File: src/rtl/t2rc_pkg.sv
// package: register map, field layout and types of the reload/compare timer
package t2rc_pkg;

    // ------------------------------------------------------------------
    // register indices (byte address is four times the index)
    // ------------------------------------------------------------------
    localparam logic [7:0] IDX_CTRL = 8'hc8; // timer_control_register
    localparam logic [7:0] IDX_MODE = 8'hc9; // timer_mode_control
    localparam logic [7:0] IDX_RCL  = 8'hca; // reload_compare_low
    localparam logic [7:0] IDX_RCH  = 8'hcb; // reload_compare_high
    localparam logic [7:0] IDX_CNTL = 8'hcc; // count_low_byte
    localparam logic [7:0] IDX_CNTH = 8'hcd; // count_high_byte
    localparam logic [7:0] IDX_STAT = 8'hd0; // event status, read only
    localparam logic [7:0] IDX_CLR  = 8'hd1; // event clear, write one to clear
    localparam logic [7:0] IDX_IEN  = 8'hd2; // event interrupt enable

    // ------------------------------------------------------------------
    // field positions and reset values
    // ------------------------------------------------------------------
    localparam int CTRL_FLAG_BIT = 7; // overflow_match_flag
    localparam int CTRL_RUN_BIT  = 2; // run_control
    localparam int CTRL_MODE_BIT = 0; // compare_reload_select
    localparam logic [7:0] REG_RESET = 8'h00;
    localparam logic [15:0] CNT_ZERO = 16'h0000;
    localparam logic [15:0] CNT_MAX  = 16'hffff;

    // event bits, shared by status, clear and enable registers
    localparam int NUM_EVT   = 3;
    localparam int EVT_OVF   = 0;
    localparam int EVT_MATCH = 1;
    localparam int EVT_RLD   = 2;

    localparam logic [1:0] HTRANS_NONSEQ = 2'b10;

    // reload trigger encodings
    typedef enum logic [1:0] {
        TRIG_OVF  = 2'b00,
        TRIG_CAP0 = 2'b01,
        TRIG_CAP1 = 2'b10,
        TRIG_CAP2 = 2'b11
    } t2rc_trig_t;

    // mode register layout, bit 7 down to bit 0
    typedef struct packed {
        logic       reload_enable;         // bit 7
        logic [2:0] prescale_select;       // bits 6:4
        logic       capture_auto_clear;    // bit 3
        logic       match_auto_clear;      // bit 2
        t2rc_trig_t reload_trigger_select; // bits 1:0
    } t2rc_mode_t;

    // address phase captured for the following data phase
    typedef struct packed {
        logic       valid;
        logic       write;
        logic [7:0] idx;
    } t2rc_req_t;

    // prescaler mask: a tick fires when the low bits of the divider are all ones
    function automatic logic [8:0] t2rc_div_mask(input logic [2:0] sel);
        case (sel)
            3'h0: t2rc_div_mask = 9'h000;
            3'h1: t2rc_div_mask = 9'h003;
            3'h2: t2rc_div_mask = 9'h00f;
            3'h3: t2rc_div_mask = 9'h01f;
            3'h4: t2rc_div_mask = 9'h03f;
            3'h5: t2rc_div_mask = 9'h07f;
            3'h6: t2rc_div_mask = 9'h0ff;
            default: t2rc_div_mask = 9'h1ff;
        endcase
    endfunction : t2rc_div_mask

endpackage : t2rc_pkg

File: src/rtl/t2rc_timer.sv
// module: 16-bit reload/compare timer with AHB-Lite register slave
`timescale 1ns/1ns

// Operation
// a reload happens only while reload_enable (mode bit 7) is one.
// the tick divides clk by 1,4,16,32,64,128,256 or 512 per prescale_select.
// in auto-reload mode with capture_auto_clear (bit 3) a capture zeroes the counter.
// in compare mode with match_auto_clear (bit 2) a match zeroes the counter.
// reload_trigger_select picks overflow or capture channel 0, 1 or 2.
// the reload/compare pair is the compare value or the reload value by mode.
// the counter is two byte registers, each readable and writable.
// software should stop the timer before touching the counter bytes.
// compare_reload_select at zero means auto-reload mode.
// an enabled reload loads both counter bytes from the pair on its event.
// with capture_auto_clear a capture only clears and never reloads.
// in compare mode a count equal to the pair sets overflow_match_flag.
// run_control low freezes the counter, high lets it advance on ticks; capture reloads and capture clears still act while it is low.
// the flag is set by overflow or match and cleared only by software.
// compare_reload_select is control bit 0, zero reload and one compare.
// each tick adds one, wrapping from ffff to 0000 as the overflow event.
// three single-cycle capture strobes drive capture reload and clear.
module t2rc_timer (
    input  wire  logic                 clk,
    input  wire  logic                 resetn,
    input  wire  logic                 hsel,
    input  wire  logic [31:0]          haddr,
    input  wire  logic [1:0]           htrans,
    input  wire  logic                 hwrite,
    input  wire  logic [2:0]           hsize,
    input  wire  logic [31:0]          hwdata,
    input  wire  logic                 hready,
    output logic       [31:0]          hrdata,
    output logic                       hreadyout,
    output logic                       hresp,
    input  wire  logic [2:0]           capture_event,
    output logic                       irq
);
    import t2rc_pkg::*;

    // ------------------------------------------------------------------
    // registers
    // ------------------------------------------------------------------
    t2rc_req_t            req_q;
    logic [31:0]          hrdata_q;
    logic [7:0]           ctrl_q;
    t2rc_mode_t           mode_q;
    logic [15:0]          rc_q;
    logic [15:0]          cnt_q;
    logic [15:0]          cnt_d;
    logic [8:0]           pre_q;
    logic [NUM_EVT-1:0]   stat_q;
    logic [NUM_EVT-1:0]   stat_d;
    logic [NUM_EVT-1:0]   ien_q;
    logic                 irq_q;
    logic                 flag_d;

    // ------------------------------------------------------------------
    // bus decode
    // ------------------------------------------------------------------
    wire       take    = hsel && hready && (htrans == HTRANS_NONSEQ);
    wire [7:0] a_idx   = haddr[9:2];
    wire       wr      = req_q.valid && req_q.write;
    wire       wr_ctrl = wr && (req_q.idx == IDX_CTRL);
    wire       wr_mode = wr && (req_q.idx == IDX_MODE);
    wire       wr_rcl  = wr && (req_q.idx == IDX_RCL);
    wire       wr_rch  = wr && (req_q.idx == IDX_RCH);
    wire       wr_cntl = wr && (req_q.idx == IDX_CNTL);
    wire       wr_cnth = wr && (req_q.idx == IDX_CNTH);
    wire       wr_clr  = wr && (req_q.idx == IDX_CLR);
    wire       wr_ien  = wr && (req_q.idx == IDX_IEN);
    wire       wr_cnt  = wr_cntl || wr_cnth;
    wire [7:0] wdat    = hwdata[7:0];

    // read mux, sampled in the address phase; unmapped and write-only read zero
    logic [7:0] rd_byte;
    always_comb begin
        if (a_idx == IDX_CTRL) begin
            rd_byte = ctrl_q;
        end else if (a_idx == IDX_MODE) begin
            rd_byte = mode_q;
        end else if (a_idx == IDX_RCL) begin
            rd_byte = rc_q[7:0];
        end else if (a_idx == IDX_RCH) begin
            rd_byte = rc_q[15:8];
        end else if (a_idx == IDX_CNTL) begin
            rd_byte = cnt_q[7:0];
        end else if (a_idx == IDX_CNTH) begin
            rd_byte = cnt_q[15:8];
        end else if (a_idx == IDX_STAT) begin
            rd_byte = {5'h00, stat_q};
        end else if (a_idx == IDX_IEN) begin
            rd_byte = {5'h00, ien_q};
        end else begin
            rd_byte = 8'h00;
        end
    end

    // ------------------------------------------------------------------
    // counting engine
    // ------------------------------------------------------------------
    wire        run      = ctrl_q[CTRL_RUN_BIT];
    wire        is_cmp   = ctrl_q[CTRL_MODE_BIT];
    wire [8:0]  mask     = t2rc_div_mask(mode_q.prescale_select);
    wire        tick     = run && ((pre_q & mask) == mask);
    wire        ovf      = tick && (cnt_q == CNT_MAX);
    wire        match    = tick && is_cmp && (cnt_q == rc_q);
    wire        cap_any  = |capture_event;
    wire [1:0]  trig     = mode_q.reload_trigger_select;
    wire        cap_sel  = (trig == TRIG_OVF) ? 1'b0 : capture_event[trig - 2'h1];
    wire        trig_hit = (trig == TRIG_OVF) ? ovf : (cap_sel && !mode_q.capture_auto_clear);
    wire        reload   = !is_cmp && mode_q.reload_enable && trig_hit;
    wire        cap_clr  = !is_cmp && mode_q.capture_auto_clear && cap_any;
    wire        mat_clr  = match && mode_q.match_auto_clear;

    // software write wins, then clears, then reload, then increment;
    // a running counter written by software may lose a tick, hence stop first
    always_comb begin
        cnt_d = cnt_q;
        if (wr_cnt) begin
            if (wr_cntl) begin
                cnt_d[7:0] = wdat;
            end
            if (wr_cnth) begin
                cnt_d[15:8] = wdat;
            end
        end else if (cap_clr || mat_clr) begin
            cnt_d = CNT_ZERO;
        end else if (reload) begin
            cnt_d = rc_q;
        end else if (tick) begin
            cnt_d = cnt_q + 16'h0001;
        end
    end

    // hardware set wins over a software clear in the same cycle
    assign flag_d = ovf || match || (wr_ctrl ? wdat[CTRL_FLAG_BIT] : ctrl_q[CTRL_FLAG_BIT]);

    // ------------------------------------------------------------------
    // sticky event status, one bit per event
    // ------------------------------------------------------------------
    wire [NUM_EVT-1:0] evt = {reload, match, ovf};
    // next enable value, so the interrupt never lags an enable write by a cycle
    wire [NUM_EVT-1:0] ien_d = wr_ien ? wdat[NUM_EVT-1:0] : ien_q;
    genvar gi;
    generate
        for (gi = 0; gi < NUM_EVT; gi++) begin : g_stat
            assign stat_d[gi] = evt[gi] || (stat_q[gi] && !(wr_clr && wdat[gi]));
        end
    endgenerate

    // ------------------------------------------------------------------
    // bus registers
    // ------------------------------------------------------------------
    always_ff @(posedge clk or negedge resetn) begin
        if (!resetn) begin
            req_q    <= '0;
            hrdata_q <= 32'h0000_0000;
        end else begin
            req_q    <= '{valid: take, write: hwrite, idx: a_idx};
            hrdata_q <= (take && !hwrite) ? {24'h00_0000, rd_byte} : hrdata_q;
        end
    end

    // configuration registers
    always_ff @(posedge clk or negedge resetn) begin
        if (!resetn) begin
            ctrl_q <= REG_RESET;
            mode_q <= t2rc_mode_t'(REG_RESET);
            rc_q   <= {REG_RESET, REG_RESET};
            ien_q  <= '0;
        end else begin
            ctrl_q <= wr_ctrl ? {flag_d, 4'h0, wdat[2], 1'b0, wdat[0]}
                              : {flag_d, ctrl_q[6:0]};
            mode_q <= wr_mode ? t2rc_mode_t'(wdat) : mode_q;
            rc_q   <= {wr_rch ? wdat : rc_q[15:8], wr_rcl ? wdat : rc_q[7:0]};
            ien_q  <= ien_d;
        end
    end

    // counter, prescaler, status and interrupt
    always_ff @(posedge clk or negedge resetn) begin
        if (!resetn) begin
            cnt_q  <= CNT_ZERO;
            pre_q  <= 9'h000;
            stat_q <= '0;
            irq_q  <= 1'b0;
        end else begin
            cnt_q  <= cnt_d;
            pre_q  <= run ? pre_q + 9'h001 : 9'h000;
            stat_q <= stat_d;
            irq_q  <= |(stat_d & ien_d); // tracks status and enable together
        end
    end

    assign hrdata    = hrdata_q;
    assign hreadyout = 1'b1; // zero wait states, always OKAY
    assign hresp     = 1'b0;
    assign irq       = irq_q;

    wire quiet = !wr_cnt && !cap_clr && !mat_clr;
endmodule : t2rc_timer

File: config.mk
export PLATFORM = sky130hd
export DESIGN_NAME = t2rc_timer
export DESIGN_NICKNAME = d
export VERILOG_FILES = /design/src/rtl/t2rc_pkg.sv /design/src/rtl/t2rc_timer.sv
export SDC_FILE = /design/constraint.sdc
export NUM_CORES = 1
export LEC_CHECK = 0
export ABC_AREA = 1
export BUFFER_PORTS_ARGS = -buffer_cell sky130_fd_sc_hd__clkbuf_2
export CELL_PAD_IN_SITES_DETAIL_PLACEMENT = 0
export CELL_PAD_IN_SITES_GLOBAL_PLACEMENT = 1
export CORE_AREA = 3 3 113 115
export DETAILED_ROUTE_END_ITERATION = 16
export DIE_AREA = 0 0 116 118
export GPL_TIMING_DRIVEN = 0
export PLACE_DENSITY = 0.82
export REMOVE_ABC_BUFFERS = 1
export SYNTH_ARGS = -nofsm -noshare
export SYNTH_HDL_FRONTEND = slang
export SYNTH_SLANG_ARGS = --single-unit
export TNS_END_PERCENT = 10
File: constraint.sdc
create_clock -name clk -period 6.2 [get_ports clk]
set_clock_uncertainty 0.2 [all_clocks]
set_input_delay 0.62 -clock clk [delete_from_list [all_inputs] [get_ports clk]]
set_output_delay 0.62 -clock clk [all_outputs]
set_load 0.005 [all_outputs]
==> metrics.yaml, run 1 <==
layout:
  fin_area_sq_mm: 0.00544
  fin_nets: 801
  area_growth_pct: 10.7
  drive_gt1_frac: 0.101
  layout_common_cells: "nand2_1 (241), inv_1 (77), dfrtp_1 (77)"
  final_common_cell: "nand2_1"
  antenna_cells: 0
worst_setup_path:
  rr_worst_depth: 11
  reg2reg_to: "cnt_q[13]"
  worstReg2RegStart: "trig[0]"
  crit_start: "trig[0]"
  startpoint_type: "register"
  crit_end: "cnt_q[13]"
  worst-path-max-fanout: 18
  cp.required_ns: 6.22
  worst-setup-path-type: "register to register"
  critPathCaptureType: "register"
  ff2ff_setup_slack_ns: 3.35
  cp.arrival_ns: 2.88
cts:
  htreeDepth: 3
  root_buffer: "clkbuf_16"
  cts_setup_buffers: 0
  numCtsBuffers: 9
  clkSinkCount: 77
  cts_buffer_depth: 2
  path_clk_slew_ns: 0.06
  hold_buffers: 0
  clock_latency_ns: 0.34
  cts_resized: 0
  cts_tree: "done"
detailed_routing:
  drc: 0
  drt_pass1_iterations: 5
  drt_iter0_drc: 334
  ant_nets: 0
  wl_met1_um: 6210
  wl_met3_um: 592
  vias: 4479
  wire_per_inst_um: 15.5
  vias_per_cell: 5.13
  routed_wl_um: 13500
  top_layer_used: "met4"
  met2_length_um: 6540
timing:
  timing.final.crit_share: 0.460
  rsz0062_at_grt: "no"
  fmax_ghz: 0.351
  hold_viol_final: 0
  max_slew_margin: 0.383
  whs_ns: 0.0654
  finalSetupTns_ns: 0
  setup_viol: 0
  worstMarginPinSlew_ns: 0.918
  slew_violations: 0
  min_period_ns: 2.85
placement:
  dp_hpwl_um: 10500
  gp_congestion: 0.916
  placedInstanceArea_sq_mm: 0.00511
  portBuffers: 34
pwr:
  power_density_mw_per_mm2: 234
  leakage_uw: 0.00286
  vdd_drop_max_mv: 0.125
  totalPowerFinal_uw: 1270
floorplan:
  initial_core_util: 0.412
  die_area_sq_mm: 0.0137
  die_h_um: 118
  coreArea_sq_mm: 0.0119
  fp.dieW_um: 116
  fp-row-count: 40
  io_pins: 112
grt:
  grt-ovfl-total: 0
  antenna_found_initial: 0
  grt_pass1_wl_um: 22800
  grt_util_all_layers: 0.213
  grt_max_degree: 46
  first_global_vias: 4386
yosys:
  synth_top_family_by_area: "simple AND/OR/NAND/NOR gates"
  synth-xor-area-share: 0.0285
  synth_compound_area_frac: 0.0973
  yosysSeqAreaShare: 0.392
  synth_simple_gate_area_frac: 0.356
  ys_warn_count: 0
  synthArstFlopShare: 1.00
  syn_avg_cell_area_sq_um: 7.10
  synthAdderAreaFrac: 0.00764
  syn_area_sq_mm: 0.00491
  synth_cell_types: 43
  ys.flop_type: "dfrtp_1"
  synth-seq-cells: 77
  synth_cells: 692
  synthMuxAreaShare: 0
  synth-edff-count: 0
min_path:
  hp-class: "primary input to asynchronous set/reset pin"
status:
  status: "complete, no violations"
job:
  cap_violations: 0
==> how the worst min path moves through the flow <==
stage / start / to / slack [ns]
floorplan: resetn / cnt_q[0] / 0.12
global placement: hrdata[1] / hrdata[1] / 0.26
detailed placement: hrdata[6] / hrdata[6] / 0.27
CTS: resetn / cnt_q[5] / 0.08
global route: resetn / cnt_q[5] / 0.11
finish: resetn / cnt_q[5] / 0.07
==> power breakdown <==
| part | internal (uW) | total, uW | leakage (uW) | switching, uW |
|---|---|---|---|---|
| sequential | 535 | 559 | 0.000860 | 24.3 |
| combinational | 48.5 | 138 | 0.00184 | 89.7 |
| clock | 373 | 573 | 0.000163 | 200 |
==> sequential cells by signal (all words and copies together), names as in the netlist <==
name and flops:
ien_q 3, ctrl_q 3, req_q 10, pre_q 9, trig 2, cnt_q 16, irq 1, mode_q 6
stat_q 3, hrdata 8, rc_q 16
==> Yosys cell counts, types with 3 or more instances <==
library cell / n / area [sq um]
inv_1: 77 / 289
dfrtp_1: 77 / 1930
o221ai_1: 3 / 26.3
nand4_1: 27 / 169
clkbuf_1: 4 / 15.0
nor3_1: 20 / 100
nand2_4: 4 / 45.0
xor2_1: 13 / 114
o21ai_0: 55 / 275
buf_2: 6 / 30.0
inv_2: 3 / 11.3
nand3_1: 31 / 155
clkbuf_2: 3 / 15.0
xnor2_1: 3 / 26.3
buf_4: 27 / 203
nand2_1: 241 / 905
nor2_1: 53 / 199
a21oi_1: 9 / 45.0
ha_1: 3 / 37.5
==> logic make-up (layout without fill, tap and decap cells) <==
group,Yosys count,count (layout)
AOI/OAI and AO/OA,82,82
and+or+nand+nor,391,391
buffers and inverters,121,131
other,2,26
xor gates and xnor gates,16,16
adders and majority gates,3,3
DFF,77,77
==> critical path: stages, from the launching register on <==
cell	delay, ns
dfrtp_1	0.36
inv_1	0.08
ha_1	0.32
nor2_1	0.05
nor2_1	0.09
nand3_1	0.10
a21oi_2	0.73
nand2_4	0.29
nand2_4	0.17
o21bai_2	0.18
nand2_1	0.10
nand2_1	0.06
==> metal layers <==
| layer | up-vias | GRT usage |
|---|---|---|
| met2 | 116 | 0.346 |
| met4 | 0 | 0.0587 |
| met1 | 2111 | 0.292 |
| met5 | - | 0 |
| met3 | 14 | 0.0339 |
| li1 | 2238 | - |
==> cell type report <==
cell class | instances | area, sq um
fill | 1244 | 6470
multi-input combinational | 518 | 2500
sequential | 77 | 1930
inverter | 80 | 300
clock buffer | 12 | 256
timing repair buffer | 35 | 200
tap | 147 | 184
clock inverter | 4 | 70.1
==> through the flow <==
| step | std cells | util | worst slack (ns) |
|---|---|---|---|
| after global placement | 856 | 0.427 | 3.41 |
| final | 873 | 0.457 | 3.35 |
| after floorplan | 675 | - | 3.92 |
| after detailed placement | 857 | 0.429 | 3.37 |
| after CTS | 873 | 0.457 | 3.36 |
| after global routing | 873 | 0.457 | 3.10 |
Power figures use the tool's default switching activity.
==> run 2, diff against run 1 <==
CORE_AREA = 3 3 117 119   (was 3 3 113 115)
DIE_AREA = 0 0 120 122   (was 0 0 116 118)
PLACE_DENSITY = 0.76   (was 0.82)
clock period = 2.65 ns   (was 6.2 ns; I/O delays follow)
==> run 2 against run 1 <==
  * Power up 130%
  * Critical path depth is 1 higher
  * Combinational power increased by 150%
  * Core utilization shrank 1.3 points
==> metrics.yaml, run 2 (same netlist as run 1, synthesis figures left out) <==
layout:
  drive_gt1_frac: 0.106  # +0.00592
  final_common_cell: "nand2_1"
  antenna_cells: 0  # unchanged
  layout_common_cells: "nand2_1 (241), inv_1 (77), dfrtp_1 (76)"
  fin_nets: 817  # +2.0%
  area_growth_pct: 14.3
  largestRegisters: "cnt_q: 16 flops, rc_q: 16 flops, req_q: 10 flops"
  fillers: 1354  # +8.8%
  fin_area_sq_mm: 0.00562  # +3.3%
pwr:
  swShare: 0.268  # +0.0209
  pwr-share-comb: 0.118  # +0.009
  leakage_uw: 0.00292  # +2.1%
  pwr-share-clk: 0.428  # -0.023
  vdd_drop_max_mv: 0.417  # +230%
  p_int_uw: 2110  # +120%
  totalPowerFinal_uw: 2880  # +130%
  power_density_mw_per_mm2: 513  # +120%
  p_seq_frac: 0.454  # +0.014
  switchingPower_uw: 773  # +150%
timing:
  timing.final.crit_share: 0.981
  hold_viol_final: 0  # unchanged
  finalSetupTns_ns: 0  # unchanged
  setup_viol: 0  # unchanged
  fmax_ghz: 0.385
  max_slew_margin: 0.378  # -0.00473
  min_period_ns: 2.60
  slew_violations: 0  # unchanged
  rsz0062_at_grt: "yes"
  worstMarginPinSlew_ns: 0.925  # +0.00704 ns
cts:
  root_buffer: "clkbuf_16"
  path_clk_slew_ns: 0.06  # about the same
  clock_latency_ns: 0.35  # about the same
  cts_tree: "done"
  htreeDepth: 3  # unchanged
  numCtsBuffers: 9  # unchanged
  clkSinkCount: 77  # unchanged
  cts_buffer_depth: 2  # unchanged
placement:
  gp_congestion: 0.902  # -1.6%
  dp_hpwl_um: 10700  # +2.1%
  placedInstanceArea_sq_mm: 0.00514  # +0.61%
  portBuffers: 34  # unchanged
floorplan:
  die_h_um: 122  # +3.4%
  initial_core_util: 0.388  # -0.0247
  die_area_sq_mm: 0.0146  # +7.0%
  coreArea_sq_mm: 0.0127  # +6.4%
  io_pins: 112  # unchanged
  fp-row-count: 41  # +2.5%
  fp.dieW_um: 120  # +3.4%
worst_setup_path:
  reg2reg_to: "cnt_q[6]"
  crit_end: "hrdata[1]"
  worst-setup-path-type: "primary input to register"
  max_stage_delay_ns: 0.73  # about the same
  ff2ff_setup_slack_ns: 0.24  # -3.11 ns
  critPathCaptureType: "register"
  crit_start: "haddr[8]"
  startpoint_type: "primary input"
  worst-path-max-fanout: 6  # -12
  cp.arrival_ns: 2.69  # -0.19 ns
  crit_slowest_cell: "nor3_1"
  rr_worst_depth: 12  # +1
  crit_family: "simple AND/OR/NAND/NOR gates"
  path_depth: 12  # +1
  crit_chain: "dlygate4sd3_1 > clkbuf_2 > nand2_1 > nor2_1 > nand2_1 > nor3_1 > inv_1 > nor2_1 > nor2_1 > o2111ai_1 > nand3_1 > nand2_1"
  worstReg2RegStart: "cnt_q[5]"
  worst-path-buf-inv: 3  # +2
  cp.required_ns: 2.74  # -3.48 ns
detailed_routing:
  drt_iter0_drc: 341  # +2.1%
  wire_per_inst_um: 15.4  # -0.80%
  vias: 4554  # +1.7%
  routed_wl_um: 14100  # +3.9%
  drt_pass1_iterations: 4  # -1
  drc: 0  # unchanged
  vias_per_cell: 4.98  # -2.9%
  ant_nets: 0  # unchanged
grt:
  grt_max_degree: 52  # +13%
  grt-ovfl-total: 0  # unchanged
  grt_pass1_wl_um: 23200  # +2.0%
  first_global_vias: 4413  # +0.62%
  antenna_found_initial: 0  # unchanged
  grt_util_all_layers: 0.206  # -0.00652
min_path:
  hp-class: "primary input to register"
status:
  status: "complete, no violations"
job:
  cap_violations: 0  # unchanged
run 2: changes by cell type in the layout (fill, tap and decap cells not counted), moves of 2 or more:
| cell | before | now |
|---|---|---|
| dlygate4sd3_1 | 0 | 12 |
| bufinv_16 | 2 | 0 |
| buf_4 | 0 | 4 |
| clkbuf_8 | 2 | 4 |
run 2: area by class of cell:
class / instances / area (sq um) / area share
clock buffer: 13 / 280 / 0.0499
clock inverter: 3 / 17.5 / 0.00312
inverter: 80 / 300 / 0.0535
multi-input combinational: 518 / 2520 / 0.450
sequential: 77 / 1930 / 0.343
tap: 172 / 215 / 0.0383
timing repair buffer: 51 / 350 / 0.0624
run 2: worst min path at each step:
stage	start	to	slack, ns	cells past startpoint
floorplan	resetn	cnt_q[0]	-0.23	0
global placement	haddr[9]	req_q[7]	0.19	1
detailed placement	resetn	cnt_q[14]	0.05	1
CTS	hwdata[6]	mode_q[6]	0.04	3
global route	hwdata[5]	mode_q[5]	0.06	3
finish	hwdata[6]	mode_q[6]	0.04	3
run 2: worst reg2reg max path, stage by stage, from the launching register on:
cell     delay, ns
dfrtp_1       0.56
inv_1         0.07
nand2_1       0.11
nand2_1       0.08
nor2_1        0.08
nand3_1       0.07
nor2_1        0.26
nand4_4       0.34
nand2_4       0.21
nor2_4        0.08
nor2_8        0.15
nand2_1       0.08
nand2_1       0.06
run 2: per-stage QoR:
step	instances	util	hold WS (ns)	setup slack, ns
finish	914	0.443	0.0359	0.0505
global route	914	0.443	0.0611	-0.120
CTS	910	0.440	0.0371	0.0735
detailed placement	882	0.406	0.0516	-0.206
global placement	881	0.404	0.189	-0.162
floorplan	675	-	-0.231	0.366
run 2: power groups by stage:
| stage | clock [uW] | sequential [uW] | combinational, uW |
|---|---|---|---|
| after floorplan | 0 | 1320 | 214 |
| after global placement | 0 | 1330 | 313 |
| after detailed placement | 0 | 1330 | 328 |
| after CTS | 1260 | 1310 | 343 |
| after global routing | 1310 | 1320 | 396 |
| final | 1230 | 1310 | 339 |
run 2: per-layer routing:
layer | track usage | share of wire | up-vias
met2 | 0.339 | 0.47 | 130
li1 | - | - | 2262
met3 | 0.0376 | 0.047 | 21
met1 | 0.275 | 0.46 | 2141
met5 | 0 | 0 | -
met4 | 0.0709 | 0.019 | 0
run 2: repair_timing:
item,CTS,global route
setup buffers,0,4
pin swaps,0,2
setup endpoints to repair,16,23
gates resized for setup,1,3
endpoints found under the hold margin,36,0
hold buffers,12,0
